File: src/txf_pkg.sv
// Package of constants and types for the transmit-request frame parser.
package txf_pkg;

  // ---------------------------------------------------------------
  // Frame layout
  // ---------------------------------------------------------------
  localparam logic [7:0] DELIM = 8'h7E;
  localparam logic [7:0] ESC = 8'h7D;
  localparam logic [7:0] XON = 8'h11;
  localparam logic [7:0] XOFF = 8'h13;
  localparam logic [7:0] ESC_XOR = 8'h20;
  localparam logic [7:0] CSUM_BASE = 8'hFF;
  localparam logic [7:0] TYPE_TX_REQ = 8'h10;
  localparam logic [7:0] TYPE_TX_STATUS = 8'h8B;
  localparam logic [15:0] OFS_LEN_MSB = 16'h0001;
  localparam logic [15:0] OFS_LEN_LSB = 16'h0002;
  localparam logic [15:0] OFS_TYPE = 16'h0003;
  localparam logic [15:0] OFS_FRAME_ID = 16'h0004;
  localparam logic [15:0] OFS_HOPS = 16'h000F;
  localparam logic [15:0] OFS_OPTIONS = 16'h0010;
  localparam logic [15:0] OFS_PAYLOAD = 16'h0011;

  // ---------------------------------------------------------------
  // Transmit-options fields
  // ---------------------------------------------------------------
  localparam int OPT_NO_ACK = 0;
  localparam int OPT_NO_ROUTE = 1;
  localparam int OPT_NACK = 2;
  localparam int OPT_TRACE = 3;
  localparam int OPT_METHOD_LO = 6;
  localparam logic [1:0] METHOD_P2MP = 2'h1;
  localparam logic [1:0] METHOD_REPEATER = 2'h2;
  localparam logic [1:0] METHOD_MESH = 2'h3;

  // ---------------------------------------------------------------
  // Framing modes and register map
  // ---------------------------------------------------------------
  localparam logic [1:0] MODE_PLAIN = 2'h1;
  localparam logic [1:0] MODE_ESCAPED = 2'h2;
  localparam logic [7:0] ADDR_CTRL = 8'h00;
  localparam logic [7:0] ADDR_CFG = 8'h04;
  localparam logic [7:0] ADDR_STATUS = 8'h08;
  localparam logic [7:0] ADDR_LAST = 8'h0C;
  localparam logic [7:0] ADDR_COUNT = 8'h10;
  localparam logic [1:0] RST_MODE = 2'h1;
  localparam logic [7:0] RST_MAX_HOPS = 8'h00;
  localparam logic [7:0] RST_DEF_OPTS = 8'h00;
  localparam int FIFO_DEPTH = 8;

  typedef enum logic [2:0] {
    TXF_IDLE, TXF_HEAD, TXF_FIELDS, TXF_PAYLOAD, TXF_CSUM
  } txf_state_e;

endpackage : txf_pkg

File: src/txf_frame_tail.sv
// Transmit-request frame parser: options, payload forwarding and checksum check.

// Notes on behaviour
// - Offset 15 byte is broadcast hop limit.
// - Zero hop limit uses configured maximum hops.
// - Offset 16 options; zero uses default options.
// - Bit0 disables ack, bit1 disables route discovery.
// - Bit2 enables NACK, bit3 enables trace route.
// - Bits 7:6 select delivery method.
// - Payload from offset 17, forwarded in order.
// - Checksum is 0xFF minus low sum byte.
// - Escaped mode sums original unescaped bytes.
// - Framing mode one plain, two escaped.
// - Length field MSB first, counts inner bytes.
// - Frame identifier echoed in status frame 0x8B.
// - Zero frame identifier requests no status.
module txf_frame_tail (
  // Clock and reset
  input wire logic clock,
  input wire logic nrst,
  // APB slave
  input wire logic psel,
  input wire logic penable,
  input wire logic pwrite,
  input wire logic [7:0] paddr,
  input wire logic [31:0] pwdata,
  output logic [31:0] prdata,
  output logic pready,
  output logic pslverr,
  // Serial byte stream from the host link
  input wire logic rx_valid,
  input wire logic [7:0] rx_data,
  output logic rx_ready,
  // Payload towards the radio
  output logic pay_valid,
  output logic [7:0] pay_data,
  output logic pay_last,
  input wire logic pay_ready,
  // Per-frame request description
  output logic req_valid,
  output logic [7:0] req_hops,
  output logic req_no_ack,
  output logic req_no_route,
  output logic req_nack,
  output logic req_trace,
  output logic [1:0] req_method,
  output logic req_status_wanted,
  output logic [7:0] req_status_type,
  output logic [7:0] req_frame_id
);

  // ---------------------------------------------------------------
  // Declarations
  // ---------------------------------------------------------------
  txf_pkg::txf_state_e state_q;
  logic [1:0] mode_q;
  logic enable_q;
  logic [7:0] max_hops_q;
  logic [7:0] def_opts_q;
  logic esc_q;
  logic [15:0] ofs_q;
  logic [15:0] len_q;
  logic [7:0] sum_q;
  logic [7:0] frame_id_q;
  logic [7:0] hops_q;
  logic [7:0] opts_q;
  logic [15:0] good_cnt_q;
  logic [15:0] bad_cnt_q;
  logic last_bad_q;
  logic [7:0] fifo_in;
  logic fifo_in_valid;
  logic fifo_in_ready;
  logic fifo_flush;
  logic f_valid;
  logic [7:0] f_data;
  logic f_ready;
  logic [7:0] held_q;
  logic held_v_q;
  logic commit_q;
  logic byte_take;
  logic raw_take;
  logic [7:0] cur;
  logic is_delim;
  logic is_esc;
  logic [15:0] end_ofs;
  logic apb_wr;
  logic apb_rd;
  logic [7:0] opts_eff;

  // ---------------------------------------------------------------
  // Helpers
  // ---------------------------------------------------------------
  function automatic logic [7:0] pick(input logic [7:0] v, input logic [7:0] dflt);
    pick = (v == 8'h00) ? dflt : v;
  endfunction : pick

  assign opts_eff = pick(opts_q, def_opts_q);

  // ---------------------------------------------------------------
  // Byte intake and unescaping
  // ---------------------------------------------------------------
  // The payload holding stage stalls the link when the FIFO is full.
  assign rx_ready = (state_q != txf_pkg::TXF_PAYLOAD) || !held_v_q || fifo_in_ready;
  assign raw_take = rx_valid && rx_ready;
  assign is_delim = (rx_data == txf_pkg::DELIM);
  // An unescaped delimiter inside a frame in escaped mode restarts parsing only while enable_q is set.
  assign is_esc = (mode_q == txf_pkg::MODE_ESCAPED) && (rx_data == txf_pkg::ESC)
                  && !esc_q && (state_q != txf_pkg::TXF_IDLE);
  assign cur = esc_q ? (rx_data ^ txf_pkg::ESC_XOR) : rx_data;
  assign byte_take = raw_take && !is_esc && !(is_delim && !esc_q &&
                     (mode_q == txf_pkg::MODE_ESCAPED || state_q == txf_pkg::TXF_IDLE));
  assign end_ofs = len_q + 16'h0002;

  always_ff @(posedge clock or negedge nrst) begin
    if (!nrst) begin
      esc_q <= 1'b0;
    end else if (raw_take) begin
      esc_q <= is_esc;
    end
  end

  // ---------------------------------------------------------------
  // Frame state machine
  // ---------------------------------------------------------------
  always_ff @(posedge clock or negedge nrst) begin
    if (!nrst) begin
      state_q <= txf_pkg::TXF_IDLE;
      ofs_q <= '0;
      len_q <= '0;
      sum_q <= '0;
    end else if (raw_take && is_delim && !esc_q && enable_q &&
                 (state_q == txf_pkg::TXF_IDLE || mode_q == txf_pkg::MODE_ESCAPED)) begin
      state_q <= txf_pkg::TXF_HEAD;
      ofs_q <= txf_pkg::OFS_LEN_MSB;
      sum_q <= '0;
    end else if (byte_take) begin
      ofs_q <= ofs_q + 16'h0001;
      if (state_q != txf_pkg::TXF_CSUM && ofs_q >= txf_pkg::OFS_TYPE) begin
        sum_q <= sum_q + cur;
      end
      case (state_q)
        txf_pkg::TXF_HEAD: begin
          if (ofs_q == txf_pkg::OFS_LEN_MSB) begin
            len_q[15:8] <= cur;
          end else if (ofs_q == txf_pkg::OFS_LEN_LSB) begin
            len_q[7:0] <= cur;
          end else if (ofs_q == txf_pkg::OFS_TYPE) begin
            state_q <= (cur == txf_pkg::TYPE_TX_REQ) ? txf_pkg::TXF_FIELDS : txf_pkg::TXF_IDLE;
          end
        end
        txf_pkg::TXF_FIELDS: begin
          if (ofs_q == txf_pkg::OFS_OPTIONS) begin
            state_q <= (ofs_q == end_ofs) ? txf_pkg::TXF_CSUM : txf_pkg::TXF_PAYLOAD;
          end
        end
        txf_pkg::TXF_PAYLOAD: begin
          if (ofs_q == end_ofs) begin
            state_q <= txf_pkg::TXF_CSUM;
          end
        end
        txf_pkg::TXF_CSUM: begin
          state_q <= txf_pkg::TXF_IDLE;
        end
        default: begin
          state_q <= txf_pkg::TXF_IDLE;
        end
      endcase
    end
  end

  // ---------------------------------------------------------------
  // Header fields
  // ---------------------------------------------------------------
  always_ff @(posedge clock or negedge nrst) begin
    if (!nrst) begin
      frame_id_q <= '0;
      hops_q <= '0;
      opts_q <= '0;
    end else if (byte_take && state_q == txf_pkg::TXF_FIELDS) begin
      if (ofs_q == txf_pkg::OFS_FRAME_ID) begin
        frame_id_q <= cur;
      end else if (ofs_q == txf_pkg::OFS_HOPS) begin
        hops_q <= cur;
      end else if (ofs_q == txf_pkg::OFS_OPTIONS) begin
        // Undefined option bits are not interpreted.
        opts_q <= cur;
      end
    end
  end

  // ---------------------------------------------------------------
  // Payload path: a held byte is pushed only once the next one shows
  // it is not the checksum; the FIFO output is released on a good sum.
  // ---------------------------------------------------------------
  assign fifo_in = held_q;
  // The last payload byte stays held past the checksum and is pushed once committed.
  assign fifo_in_valid = held_v_q && ((byte_take && state_q == txf_pkg::TXF_PAYLOAD) ||
                         (commit_q && state_q != txf_pkg::TXF_PAYLOAD &&
                          state_q != txf_pkg::TXF_CSUM));
  assign fifo_flush = byte_take && state_q == txf_pkg::TXF_CSUM &&
                      (sum_q + cur != txf_pkg::CSUM_BASE);

  always_ff @(posedge clock or negedge nrst) begin
    if (!nrst) begin
      held_q <= '0;
      held_v_q <= 1'b0;
    end else if (byte_take && state_q == txf_pkg::TXF_PAYLOAD) begin
      held_q <= cur;
      held_v_q <= 1'b1;
    end else if (fifo_in_valid && fifo_in_ready) begin
      held_v_q <= 1'b0;
    end else if (!commit_q &&
                 (state_q == txf_pkg::TXF_IDLE || state_q == txf_pkg::TXF_HEAD)) begin
      held_v_q <= 1'b0;
    end
  end

  txf_fifo #(.WIDTH(8), .DEPTH(txf_pkg::FIFO_DEPTH)) u_fifo (
    .clock(clock),
    .nrst(nrst),
    .flush(fifo_flush),
    .in_valid(fifo_in_valid),
    .in_ready(fifo_in_ready),
    .in_data(fifo_in),
    .out_valid(f_valid),
    .out_ready(f_ready),
    .out_data(f_data)
  );

  // Payload frames are at most FIFO depth plus one byte for lossless discard.
  assign f_ready = commit_q && (!pay_valid || pay_ready);

  always_ff @(posedge clock or negedge nrst) begin
    if (!nrst) begin
      commit_q <= 1'b0;
      pay_valid <= 1'b0;
      pay_data <= '0;
      pay_last <= 1'b0;
    end else begin
      if (byte_take && state_q == txf_pkg::TXF_CSUM && (sum_q + cur == txf_pkg::CSUM_BASE)) begin
        commit_q <= 1'b1;
      end else if (commit_q && !f_valid && !held_v_q) begin
        commit_q <= 1'b0;
      end
      if (f_valid && f_ready) begin
        pay_valid <= 1'b1;
        pay_data <= f_data;
        pay_last <= 1'b0;
      end else if (pay_ready) begin
        pay_valid <= 1'b0;
      end
    end
  end

  // ---------------------------------------------------------------
  // Request description, issued once per accepted frame
  // ---------------------------------------------------------------
  always_ff @(posedge clock or negedge nrst) begin
    if (!nrst) begin
      req_valid <= 1'b0;
      req_hops <= '0;
      req_no_ack <= 1'b0;
      req_no_route <= 1'b0;
      req_nack <= 1'b0;
      req_trace <= 1'b0;
      req_method <= '0;
      req_status_wanted <= 1'b0;
      req_status_type <= '0;
      req_frame_id <= '0;
    end else begin
      req_valid <= byte_take && state_q == txf_pkg::TXF_CSUM &&
                   (sum_q + cur == txf_pkg::CSUM_BASE);
      if (byte_take && state_q == txf_pkg::TXF_CSUM &&
          (sum_q + cur == txf_pkg::CSUM_BASE)) begin
        req_hops <= pick(hops_q, max_hops_q);
        req_no_ack <= opts_eff[txf_pkg::OPT_NO_ACK];
        req_no_route <= opts_eff[txf_pkg::OPT_NO_ROUTE];
        req_nack <= opts_eff[txf_pkg::OPT_NACK];
        req_trace <= opts_eff[txf_pkg::OPT_TRACE];
        req_method <= opts_eff[txf_pkg::OPT_METHOD_LO +: 2];
        req_status_wanted <= (frame_id_q != 8'h00);
        req_status_type <= txf_pkg::TYPE_TX_STATUS;
        req_frame_id <= frame_id_q;
      end
    end
  end

  // ---------------------------------------------------------------
  // Statistics
  // ---------------------------------------------------------------
  always_ff @(posedge clock or negedge nrst) begin
    if (!nrst) begin
      good_cnt_q <= '0;
      bad_cnt_q <= '0;
      last_bad_q <= 1'b0;
    end else if (byte_take && state_q == txf_pkg::TXF_CSUM) begin
      if (sum_q + cur == txf_pkg::CSUM_BASE) begin
        good_cnt_q <= good_cnt_q + 16'h0001;
        last_bad_q <= 1'b0;
      end else begin
        bad_cnt_q <= bad_cnt_q + 16'h0001;
        last_bad_q <= 1'b1;
      end
    end
  end

  // ---------------------------------------------------------------
  // APB register file, zero wait states
  // ---------------------------------------------------------------
  assign apb_wr = psel && penable && pwrite;
  assign apb_rd = psel && !penable && !pwrite;

  always_ff @(posedge clock or negedge nrst) begin
    if (!nrst) begin
      mode_q <= txf_pkg::RST_MODE;
      enable_q <= 1'b1;
      max_hops_q <= txf_pkg::RST_MAX_HOPS;
      def_opts_q <= txf_pkg::RST_DEF_OPTS;
    end else if (apb_wr) begin
      if (paddr == txf_pkg::ADDR_CTRL) begin
        mode_q <= pwdata[1:0];
        enable_q <= pwdata[4];
      end else if (paddr == txf_pkg::ADDR_CFG) begin
        max_hops_q <= pwdata[7:0];
        def_opts_q <= pwdata[15:8];
      end
    end
  end

  always_ff @(posedge clock or negedge nrst) begin
    if (!nrst) begin
      prdata <= '0;
      pready <= 1'b0;
      pslverr <= 1'b0;
    end else begin
      pready <= psel && !penable;
      pslverr <= psel && !penable && !(paddr == txf_pkg::ADDR_CTRL ||
                 paddr == txf_pkg::ADDR_CFG || ((paddr == txf_pkg::ADDR_STATUS ||
                 paddr == txf_pkg::ADDR_LAST || paddr == txf_pkg::ADDR_COUNT) && !pwrite));
      if (apb_rd) begin
        if (paddr == txf_pkg::ADDR_CTRL) begin
          prdata <= {27'h0000000, enable_q, 2'h0, mode_q};
        end else if (paddr == txf_pkg::ADDR_CFG) begin
          prdata <= {16'h0000, def_opts_q, max_hops_q};
        end else if (paddr == txf_pkg::ADDR_STATUS) begin
          prdata <= {23'h000000, last_bad_q, 5'h00, 3'(state_q)};
        end else if (paddr == txf_pkg::ADDR_LAST) begin
          prdata <= {8'h00, frame_id_q, opts_q, hops_q};
        end else if (paddr == txf_pkg::ADDR_COUNT) begin
          prdata <= {bad_cnt_q, good_cnt_q};
        end else begin
          prdata <= '0;
        end
      end
    end
  end

endmodule : txf_frame_tail

File: src/txf_fifo.sv
// Parameterised flip-flop FIFO with valid and ready on both sides.
module txf_fifo #(
  parameter int WIDTH = 8,
  parameter int DEPTH = 8
) (
  // Clock and reset
  input wire logic clock,
  input wire logic nrst,
  input wire logic flush,
  // Fill side
  input wire logic in_valid,
  output logic in_ready,
  input wire logic [WIDTH-1:0] in_data,
  // Drain side
  output logic out_valid,
  input wire logic out_ready,
  output logic [WIDTH-1:0] out_data
);
  localparam int AW = $clog2(DEPTH);

  logic [WIDTH-1:0] mem_q [DEPTH];
  logic [AW-1:0] wr_q;
  logic [AW-1:0] rd_q;
  logic [AW:0] cnt_q;
  logic push;
  logic pop;

  assign in_ready = (cnt_q != DEPTH[AW:0]);
  assign out_valid = (cnt_q != '0);
  assign out_data = mem_q[rd_q];
  assign push = in_valid && in_ready;
  assign pop = out_valid && out_ready;

  always_ff @(posedge clock) begin
    if (push) begin
      mem_q[wr_q] <= in_data;
    end
  end

  always_ff @(posedge clock or negedge nrst) begin
    if (!nrst) begin
      wr_q <= '0;
      rd_q <= '0;
      cnt_q <= '0;
    end else if (flush) begin
      wr_q <= '0;
      rd_q <= '0;
      cnt_q <= '0;
    end else begin
      if (push) begin
        wr_q <= (wr_q == AW'(DEPTH - 1)) ? '0 : wr_q + 1'b1;
      end
      if (pop) begin
        rd_q <= (rd_q == AW'(DEPTH - 1)) ? '0 : rd_q + 1'b1;
      end
      cnt_q <= cnt_q + (AW + 1)'(push) - (AW + 1)'(pop);
    end
  end

endmodule : txf_fifo

File: config.mk
export PLATFORM = sky130hd
export DESIGN_NAME = txf_frame_tail
export DESIGN_NICKNAME = d
export VERILOG_FILES = /design/src/txf_pkg.sv /design/src/txf_frame_tail.sv /design/src/txf_fifo.sv
export SDC_FILE = /design/constraint.sdc
export NUM_CORES = 1
export LEC_CHECK = 0
export BUFFER_PORTS_ARGS = -buffer_cell sky130_fd_sc_hd__buf_2
export CELL_PAD_IN_SITES_DETAIL_PLACEMENT = 1
export CELL_PAD_IN_SITES_GLOBAL_PLACEMENT = 1
export CORE_MARGIN = 2
export CORE_UTILIZATION = 50
export DETAILED_ROUTE_END_ITERATION = 8
export GPL_ROUTABILITY_DRIVEN = 0
export HOLD_SLACK_MARGIN = 0.06
export PLACE_DENSITY = 0.87
export REMOVE_ABC_BUFFERS = 1
export SYNTH_ARGS = -nofsm -noshare
export SYNTH_HDL_FRONTEND = slang
export SYNTH_SLANG_ARGS = --single-unit
File: constraint.sdc
create_clock -name clock -period 5.9 [get_ports clock]
set_input_delay 1.18 -clock clock [delete_from_list [all_inputs] [get_ports clock]]
set_output_delay 1.18 -clock clock [all_outputs]
set_load 0.01 [all_outputs]
Yosys cells after proc, flatten, opt, wreduce, memory -nomap -nowiden
Memories as Yosys holds them, arrays and structs flattened. A register that Yosys moved wholly into a read port is not among the register bits.
Index checks and enable logic that the tools add are counted.
Cells by class
  add/sub/neg operators: 9
  multipliers: 0
  divide/modulo/power cells: 0
  $lt $le $gt $ge: 1
  eq/ne operators: 31
  shifts and indexed selects: 0
  multiplexer cells: 40
  bitwise operators: 7
  reduce and logical (&&, ||, !) cells: 79
Operators by type and width (number)
  32-bit 2-to-1 mux: 5
  16-bit by 1-bit adder with 16-bit output, second input constant: 3
  3-bit 2-to-1 mux: 14
  8-bit 2-to-1 mux: 5
  1-bit logical AND: 33
  16-bit by 2-bit equality test with 1-bit output, second input constant: 2
  16-bit 2-to-1 mux: 2
  8-bit zero test: 3
  3-bit inequality test, second input constant: 6
  16-bit by 2-bit adder with 16-bit output, second input constant: 1
  16-bit by 1-bit equality test with 1-bit output, second input constant: 1
  16-bit equality test: 1
  16-bit by 3-bit equality test with 1-bit output, second input constant: 1
  16-bit by 4-bit equality test with 1-bit output, second input constant: 1
  16-bit by 5-bit equality test with 1-bit output, second input constant: 1
  8-bit by 4-bit equality test with 1-bit output, second input constant: 2
  8-bit by 5-bit equality test with 1-bit output, second input constant: 2
  8-bit by 7-bit equality test with 1-bit output, second input constant: 2
  16-bit by 2-bit greater-or-equal comparator with 1-bit output, second input constant: 1
  2-bit nonzero test: 6
  1-bit zero test: 11
  1-bit logical OR: 10
  1-bit 2-to-1 mux: 10
  2-bit AND reduction: 5
  26 further kinds: 39
Storage, ports and cells
  register bits: 200
  latch bits: 0
  memory bits (writable): 64
  ROM bits: 0
  input bits: 55
  output and inout bits: 77
  word-level logic and storage cells: 204
  memories: 1
Memory list
  u_fifo.mem_q: depth 8, bits a word 8, read ports 1, clocked after memory_dff 1, wr ports 1, line txf_fifo.sv:21  | logic [WIDTH-1:0] mem_q [DEPTH];

Longest topological paths before layout
Gate-level depths: netlist of the first run.
  depth after elaboration: 14
  depth in mapped cells: 13
  gate-level depth less buffers: 12

Cells and area by module
Synthesis of the first run repeated with hierarchy kept, for this count alone.
Unflattened totals
  cell total of the unflattened synthesis: 1081
  area, all modules: 13030.0 sq um
Modules (own cells, without submodules)
  txf_frame_tail: instances 1, cells each 913, area each 9894.5 sq um, sequential area each 4957.3 sq um
  txf_fifo: instances 1, cells each 168, area each 3135.5 sq um, sequential area each 2172.1 sq um

Worst setup path before layout of the first run
Ideal clock, no wire load.
  path kind: input port to flip-flop
  start point: input port rx_data[5]
  end point: register bad_cnt_q[12]
  library setup time: 123 ps
  data arrival time: 3458 ps
  data required time: 5777 ps
  setup slack: 2320 ps
  stages: 12
  buffers on the path: 2
  path through: xnor2_1 > inv_1 > ha_1 > buf_2 > nor3b_1 > a311o_1 > a311oi_1 > a31oi_1 > a31oi_2 > buf_2 > nand4_1 > xnor2_1
Between the ends
  elaborated cells on any way between the ends: 18
  those cells by class: 1 x add/sub; 3 x eq/ne; 1 x mux; 2 x bitwise; 11 x reduce/logical
RTL lines
  start, declared: line txf_frame_tail.sv:32  | input wire logic [7:0] rx_data,
  1-bit NOT (no line)
  6-bit 2-to-1 mux (*): line txf_frame_tail.sv:109  | assign cur = esc_q ? (rx_data ^ txf_pkg::ESC_XOR) : rx_data;
  net cur[5]: line txf_frame_tail.sv:82  | logic [7:0] cur;
  8-bit adder (*): line txf_frame_tail.sv:297  | if (sum_q + cur == txf_pkg::CSUM_BASE) begin
  8-bit equality test (*): line txf_frame_tail.sv:297
  1-bit NOT (no line) (*)
  2-bit AND reduction (no line) (*)
  end signal, assigned: line txf_frame_tail.sv:301  | bad_cnt_q <= bad_cnt_q + 16'h0001;
  end, declared: line txf_frame_tail.sv:68  | logic [15:0] bad_cnt_q;
Mark *: on every way through the listed nets, which the timed path passes. The rest lies on a longest branch.
A chain may end at the register's enable or synchronous reset.

Worst setup path after layout of the first run
  start point: input port rx_data[5]
  end point: register bad_cnt_q[10]
The elaborated chain is that of the path after synthesis.

==> results of run 1 <==
per-layer routing:
layer | track usage, % | wire (µm) | part of all wire, %
met1 | 35.0 | 14300 | 40
met2 | 46.7 | 17900 | 50
met3 | 4.41 | 2070 | 5.8
met4 | 11.2 | 1390 | 3.9
met5 | 0 | 0 | 0
sequential cells by signal, summed over array words and instances (netlist names), 16 cells and up:
name and count:
len_q 16, prdata 32, ofs_q 16, u_fifo.mem_q 64, good_cnt_q 16, bad_cnt_q 16
where the power goes:
part           switching, µW  internal, µW
clock                    757           978
sequential               177          2030
combinational            523           422
final cells by class:
type	count	area, µm²	share of cell area [%]
Timing Repair Buffer	122	662	4.61
Antenna cell	1	2.50	0.0174
Sequential cell	272	7130	49.6
Clock buffer	39	783	5.45
Multi-Input combinational cell	732	5170	36.0
Tap cell	330	413	2.87
Inverter	22	82.6	0.575
Clock inverter	15	116	0.810
stage by stage:
step / hold slack (ns) / worst slack, ns / utilization [%] / instances / total power (µW)
2_1_floorplan: 0.445 / 0.163 / - / 1026 / 2850
3_3_place_gp: 0.447 / 1.46 / 53.9 / 1478 / 3080
3_5_place_dp: 0.452 / 1.35 / 53.9 / 1478 / 3160
4_1_cts: 0.479 / 1.84 / 57.5 / 1532 / 4910
5_1_grt: 0.517 / 1.65 / 57.5 / 1533 / 5110
6_report: 0.474 / 1.79 / 57.5 / 1533 / 4890
worst paths after layout:
kind	start	to	slack [ns]	cells after the start
setup / recovery	rx_data[5]	bad_cnt_q[10]	1.79	12
hold / removal	prdata[14]	prdata[14]	0.47	2
setup reg to reg	esc_q	bad_cnt_q[10]	2.12	11
hold reg to reg	prdata[14]	prdata[14]	0.47	2
max in group asynchronous	nrst	ofs_q[4]	4.05	2
min in group asynchronous	nrst	pay_data[1]	0.64	1
worst register-to-register path: stages (launching register included):
cell and delay (ns):
dfrtp_1 0.41, xnor2_1 0.18, buf_4 0.19, inv_1 0.19, ha_1 0.47, nor3b_1 0.08, a311o_1 0.27, a311oi_1 0.42
a31oi_1 0.14, a31oi_2 0.75, nand4_1 0.27, xnor2_1 0.32
Yosys cell counts, types with 3 or more instances:
| master | instances |
|---|---|
| mux2i_1 | 10 |
| a31oi_1 | 7 |
| a21oi_1 | 57 |
| a222oi_1 | 10 |
| a21o_1 | 6 |
| o311ai_0 | 3 |
| nor2b_1 | 6 |
| o21ai_0 | 58 |
| nand2b_1 | 12 |
| ha_1 | 24 |
| inv_1 | 22 |
| a31o_2 | 3 |
| edfxtp_1 | 64 |
| nor2_2 | 3 |
| o31ai_1 | 4 |
| and4_1 | 3 |
| buf_2 | 12 |
| nor2_1 | 56 |
| a311oi_1 | 3 |
| clkbuf_1 | 32 |
| xnor2_1 | 53 |
| nand2_1 | 110 |
| a22oi_1 | 12 |
| nand3_1 | 44 |
| nand4_1 | 21 |
| buf_4 | 11 |
| o2111ai_1 | 3 |
| or2_2 | 3 |
| or4_1 | 3 |
| mux4_2 | 16 |
| nor3b_1 | 9 |
| mux2_2 | 71 |
| nor3_1 | 20 |
| and2_1 | 8 |
| dfrtp_1 | 206 |
| xor2_1 | 14 |
| or3_1 | 14 |
| nor4_1 | 9 |
| nor4b_1 | 4 |
| and3_1 | 14 |
cell families after synthesis:
family | count (synthesis) | share of synthesized area [%]
compound gates | 186 | 9.20
mux | 98 | 10.1
other cells | 1 | 0.0297
fa+ha+maj | 26 | 2.70
buf+inv | 79 | 2.80
xor+xnor | 67 | 4.65
flops | 272 | 56.5
simple gates | 350 | 14.1
==> metrics.csv, run 1 <==
metric;value;unit
setup_violations;0;
synth_ff_type;dfrtp_1;
grt_max_degree;137;
antenna_found_initial;1;
clockBufferDepth;3;
start_kind;primary input;
vias;9351;
synthArstFlopShare;76.5;%
clock_latency;0.55;ns
die_w;163;µm
place_area;13500;µm²
setup_tns;0;ns
tightest_slew;1.24;ns
die_y;163;µm
syn_inst;1079;
drv_cap;0;
finalCriticalPeriod;4.11;ns
syn_to_final_growth;13.8;%
start_util;50.6;%
synth_top_cell_area_share;40.8;%
avgSynthCellArea;11.7;µm²
fin_nets;1260;
synth_area_leaders;dfrtp_1 41%, edfxtp_1 15%, mux2_2 6.3%, xnor2_1 3.7%, nand2_1 3.3%;
drt-total-wl;35600;µm
cts_tree;done;
drv_slew;0;
wl_per_cell;23.3;µm
crit_chain;buf_2 > xnor2_1 > buf_4 > inv_1 > ha_1 > nor3b_1 > a311o_1 > a311oi_1 > a31oi_1 > a31oi_2 > nand4_1 > xnor2_1;
hold_buffers;0;
crit_required;6.34;ns
fin_area;14400;µm²
final_common_cell;dfrtp_1;
ys_warn_count;0;
cp-end-kind;register;
nFillCells;2636;
status;finished clean;
cp.arrival;4.55;ns
crit_family;compound AO/OA/AOI/OAI gates;
grt.total_usage;27.4;%
cp_slowest_stage_delay;0.75;ns
ir_drop;0.252;mV
critPathSlowestCell;a31oi_2;
io_pins;132;
hold_viol_final;0;
core_region_area;25000;µm²
synth-seq-area-share;56.5;%
grt_pass1_vias;10200;
crit_type;in2reg;
final_cell_mix;206 x dfrtp_1, 110 x nand2_1, 109 x buf_2, 71 x mux2_2, 64 x edfxtp_1;
hp-class;reg2reg;
htreeDepth;1;
fin_skew;0.0145;ns
clk_pin_slew_worst_paths;0.06;ns
cts_resized;0;
crit_top_cell;xnor2_1;
die_area;26500;µm²
via_per_inst;6.10;
power_leakage;0.00655;µW
ys_ff_latch;272;
period_share;69.7;%
powerDensity;340;nW/µm²
cts-root-buf;clkbuf_16;
drive_gt1_share;23.0;%
postRouteAntennaNets;0;
port_buffers;110;
drc;0;
max_freq;243;MHz
rsz0062_at_grt;false;
synth_cell_type_count;69;
path_buf_inv;3;
cts.sinks;272;
postCtsSetupBuffers;0;
synth_area_leader_cell;dfrtp_1;
cts_inserted_buffers;29;
slew_headroom;17.3;%
worstPathMaxFanout;17;
drtIter0Drc;860;
synth_area;12600;µm²
overflow;0;
synth_edf_count;64;
rows;58;
grt_pass1_wl;56500;µm
drt-pass1-iter-count;5;
dp_hpwl;22600;µm
Power figures use the tool's default switching activity.
==> run 2: changes to the inputs <==
--- a/config.mk
+++ b/config.mk
@@ -9,11 +9,11 @@
 export CELL_PAD_IN_SITES_DETAIL_PLACEMENT = 1
 export CELL_PAD_IN_SITES_GLOBAL_PLACEMENT = 1
 export CORE_MARGIN = 2
-export CORE_UTILIZATION = 50
+export CORE_UTILIZATION = 48
 export DETAILED_ROUTE_END_ITERATION = 8
 export GPL_ROUTABILITY_DRIVEN = 0
 export HOLD_SLACK_MARGIN = 0.06
-export PLACE_DENSITY = 0.87
+export PLACE_DENSITY = 0.85
 export REMOVE_ABC_BUFFERS = 1
 export SYNTH_ARGS = -nofsm -noshare
 export SYNTH_HDL_FRONTEND = slang
==> constraint.sdc (replaced) <==
create_clock -name clock -period 3.8 [get_ports clock]
set_input_delay 0.76 -clock clock [delete_from_list [all_inputs] [get_ports clock]]
set_output_delay 0.76 -clock clock [all_outputs]
set_load 0.01 [all_outputs]
==> run 2 against run 1 <==
Compared with the run above: critical path depth down 1; via count up 1.3%; clock power up 74%; first-iteration DRC count down 11%; design area up 2.3%; wire length up 5.0%; sequential share of layout area down 1.1 points; largest power group unchanged; highest routed layer unchanged.
==> metrics.csv, run 2 (same netlist as run 1, synthesis figures left out) <==
metric;value;unit;change
regArea;7130;µm²;unchanged
grt_busiest_layer;met2;;unchanged
htreeDepth;1;;unchanged
syn_to_final_growth;16.4;%;was 13.8%
crit_start;esc_q;;was rx_data[5]
postCtsSetupBuffers;0;;unchanged
drt-total-wl;37400;µm;was 35,600 µm
cp-end-kind;register;;unchanged
largest_register;u_fifo.mem_q;;unchanged
clk_pin_slew_worst_paths;0.07;ns;was 0.06 ns
drt-pass1-iter-count;7;;was 5
nFillCells;2709;;was 2,636
drc;0;;unchanged
fin_ws;0.635;ns;was 1.79 ns
multi_input_area;5160;µm²;was 5170 µm²
reg2reg_slack;0.63;ns;was 2.12 ns
cts_inserted_buffers;29;;unchanged
cts.sinks;272;;unchanged
place_area;13700;µm²;was 13,500 µm²
die_area;27600;µm²;was 26,500 µm²
io_pins;132;;unchanged
drv_cap;0;;unchanged
dpl_worst_slack;0.224;ns;was 1.35 ns
cp_slowest_stage_delay;0.40;ns;was 0.75 ns
postRouteAntennaNets;0;;unchanged
fin_area;14700;µm²;was 14,400 µm²
cts_tree;done;;unchanged
cp.arrival;3.66;ns;was 4.55 ns
power_leakage;0.00675;µW;was 0.00655 µW
via_per_inst;6.06;;was 6.10
grt_max_degree;89;;was 137
setup_tns;0;ns;unchanged
finalPower;7930;µW;was 4890 µW
wl_per_cell;24.0;µm;was 23.3 µm
worstPathMaxFanout;58;;was 17
final_cell_mix;206 x dfrtp_1, 110 x nand2_1, 109 x buf_2, 71 x mux2_2, 64 x edfxtp_1;;unchanged
crit_chain;xnor2_1 > inv_1 > ha_1 > or3b_1 > a311oi_1 > a311oi_1 > a31o_2 > nor4_4 > buf_12 > nand4_1 > xnor2_1;;was buf_2 > xnor2_1 > buf_4 > inv_1 > ha_1 > nor3b_1 > a311o_1 > a311oi_1 > a31oi_1 > a31oi_2 > nand4_1 > xnor2_1
use_met3;4.65;%;was 4.41%
start_util;48.7;%;was 50.6%
grtUsageMet1;34.2;%;was 35.0%
clockBufferDepth;3;;unchanged
finalCriticalPeriod;3.17;ns;
hold_buffers;0;;unchanged
die_y;166;µm;was 163 µm
antenna_found_initial;1;;unchanged
port_buffers;110;;unchanged
start_kind;register;;was primary input
grt.total_usage;27.1;%;was 27.4%
crit_family;simple AND/OR/NAND/NOR gates;;was compound AO/OA/AOI/OAI gates
crit_type;reg2reg;;was in2reg
largest_reg_flops;64;;unchanged
slew_headroom;23.5;%;was 17.3%
drive_gt1_share;24.3;%;was 23.0%
vias;9476;;was 9,351
die_w;166;µm;was 163 µm
hold_viol_final;0;;unchanged
cts-root-buf;clkbuf_16;;unchanged
rows;59;;was 58
grt_pass1_vias;10400;;was 10,200
top_regs;u_fifo.mem_q (64), prdata (32);;unchanged
ir_drop;0.366;mV;was 0.252 mV
core_region_area;25900;µm²;was 25,000 µm²
dp_hpwl;24200;µm;was 22,600 µm
critPathSlowestCell;dfrtp_1;;was a31oi_2
clock_latency;0.58;ns;was 0.55 ns
setup_violations;0;;unchanged
hp-class;in2async;;was reg2reg
status;finished clean;;unchanged
fin_skew;0.0362;ns;was 0.0145 ns
path_buf_inv;2;;was 3
rsz0062_at_grt;false;;unchanged
cts_resized;0;;unchanged
drv_slew;0;;unchanged
fin_nets;1285;;was 1,260
tightest_slew;1.15;ns;was 1.24 ns
crit_required;4.29;ns;was 6.34 ns
final_common_cell;dfrtp_1;;unchanged
grt_pass1_wl;59500;µm;was 56,500 µm
use_met2;47.4;%;was 46.7%
overflow;0;;unchanged
r2r-start;esc_q;;unchanged
max_freq;316;MHz;
drtIter0Drc;767;;was 860
period_share;83.3;%;
powerDensity;539;nW/µm²;was 340 nW/µm²
[run 2: cell types whose count changed in the layout (fill, tap and decap cells not counted), moves of 2 or more]
cell        before  now
clkinvlp_4       5    1
bufinv_16        1    4
nor3b_1          7    9
buf_4           11   34
clkinv_1         0    3
buf_12           1    3
clkbuf_1         8    6
nor3b_2          2    0
clkinv_2         8    3
[run 2: worst paths after layout]
kind | to | cells after the start
worst max-delay path | good_cnt_q[12] | 11
worst min-delay path | prdata[9] | 1
worst max register to register | good_cnt_q[12] | 11
worst min register to register | prdata[26] | 2
max in group asynchronous | prdata[22] | 2
min in group clock | def_opts_q[4] | 2
[run 2: area by class of cell]
class / instances / share of cell area [%]
diodes: 1 / 0.0170
clock inverters: 14 / 1.30
flip-flops and latches: 272 / 48.5
clock buffers: 40 / 5.64
repair buffers: 147 / 5.96
multi-input cells: 732 / 35.1
inverters: 22 / 0.562
well taps: 335 / 2.85
[run 2: routing by layer]
metal	vias up	wire length, µm
met4	0	1340
met1	4882	15200
met5	-	0
met3	97	2000
li1	4182	-
met2	315	18900
[run 2: report_power, final]
| part | internal [µW] | switching, µW | total, µW |
|---|---|---|---|
| Sequential | 3150 | 274 | 3430 |
| Clock | 1800 | 1210 | 3010 |
| Combinational | 676 | 811 | 1490 |
| Total | 5630 | 2290 | 7930 |
[run 2: worst register-to-register path, stage by stage (launching register included)]
cell	delay [ns]
dfrtp_1	0.40
xnor2_1	0.25
inv_1	0.12
ha_1	0.24
or3b_1	0.35
a311oi_1	0.22
a311oi_1	0.14
a31o_2	0.29
nor4_4	0.26
buf_12	0.31
nand4_1	0.28
xnor2_1	0.22
[run 2: stage by stage]
| stage | cells | hold WS [ns] | utilization, % |
|---|---|---|---|
| finish | 1563 | 0.213 | 56.7 |
| global route | 1563 | 0.258 | 56.7 |
| CTS | 1562 | 0.239 | 56.7 |
| detailed placement | 1508 | 0.457 | 52.8 |
| global placement | 1508 | 0.449 | 52.8 |
| floorplan | 1026 | 0.445 | - |
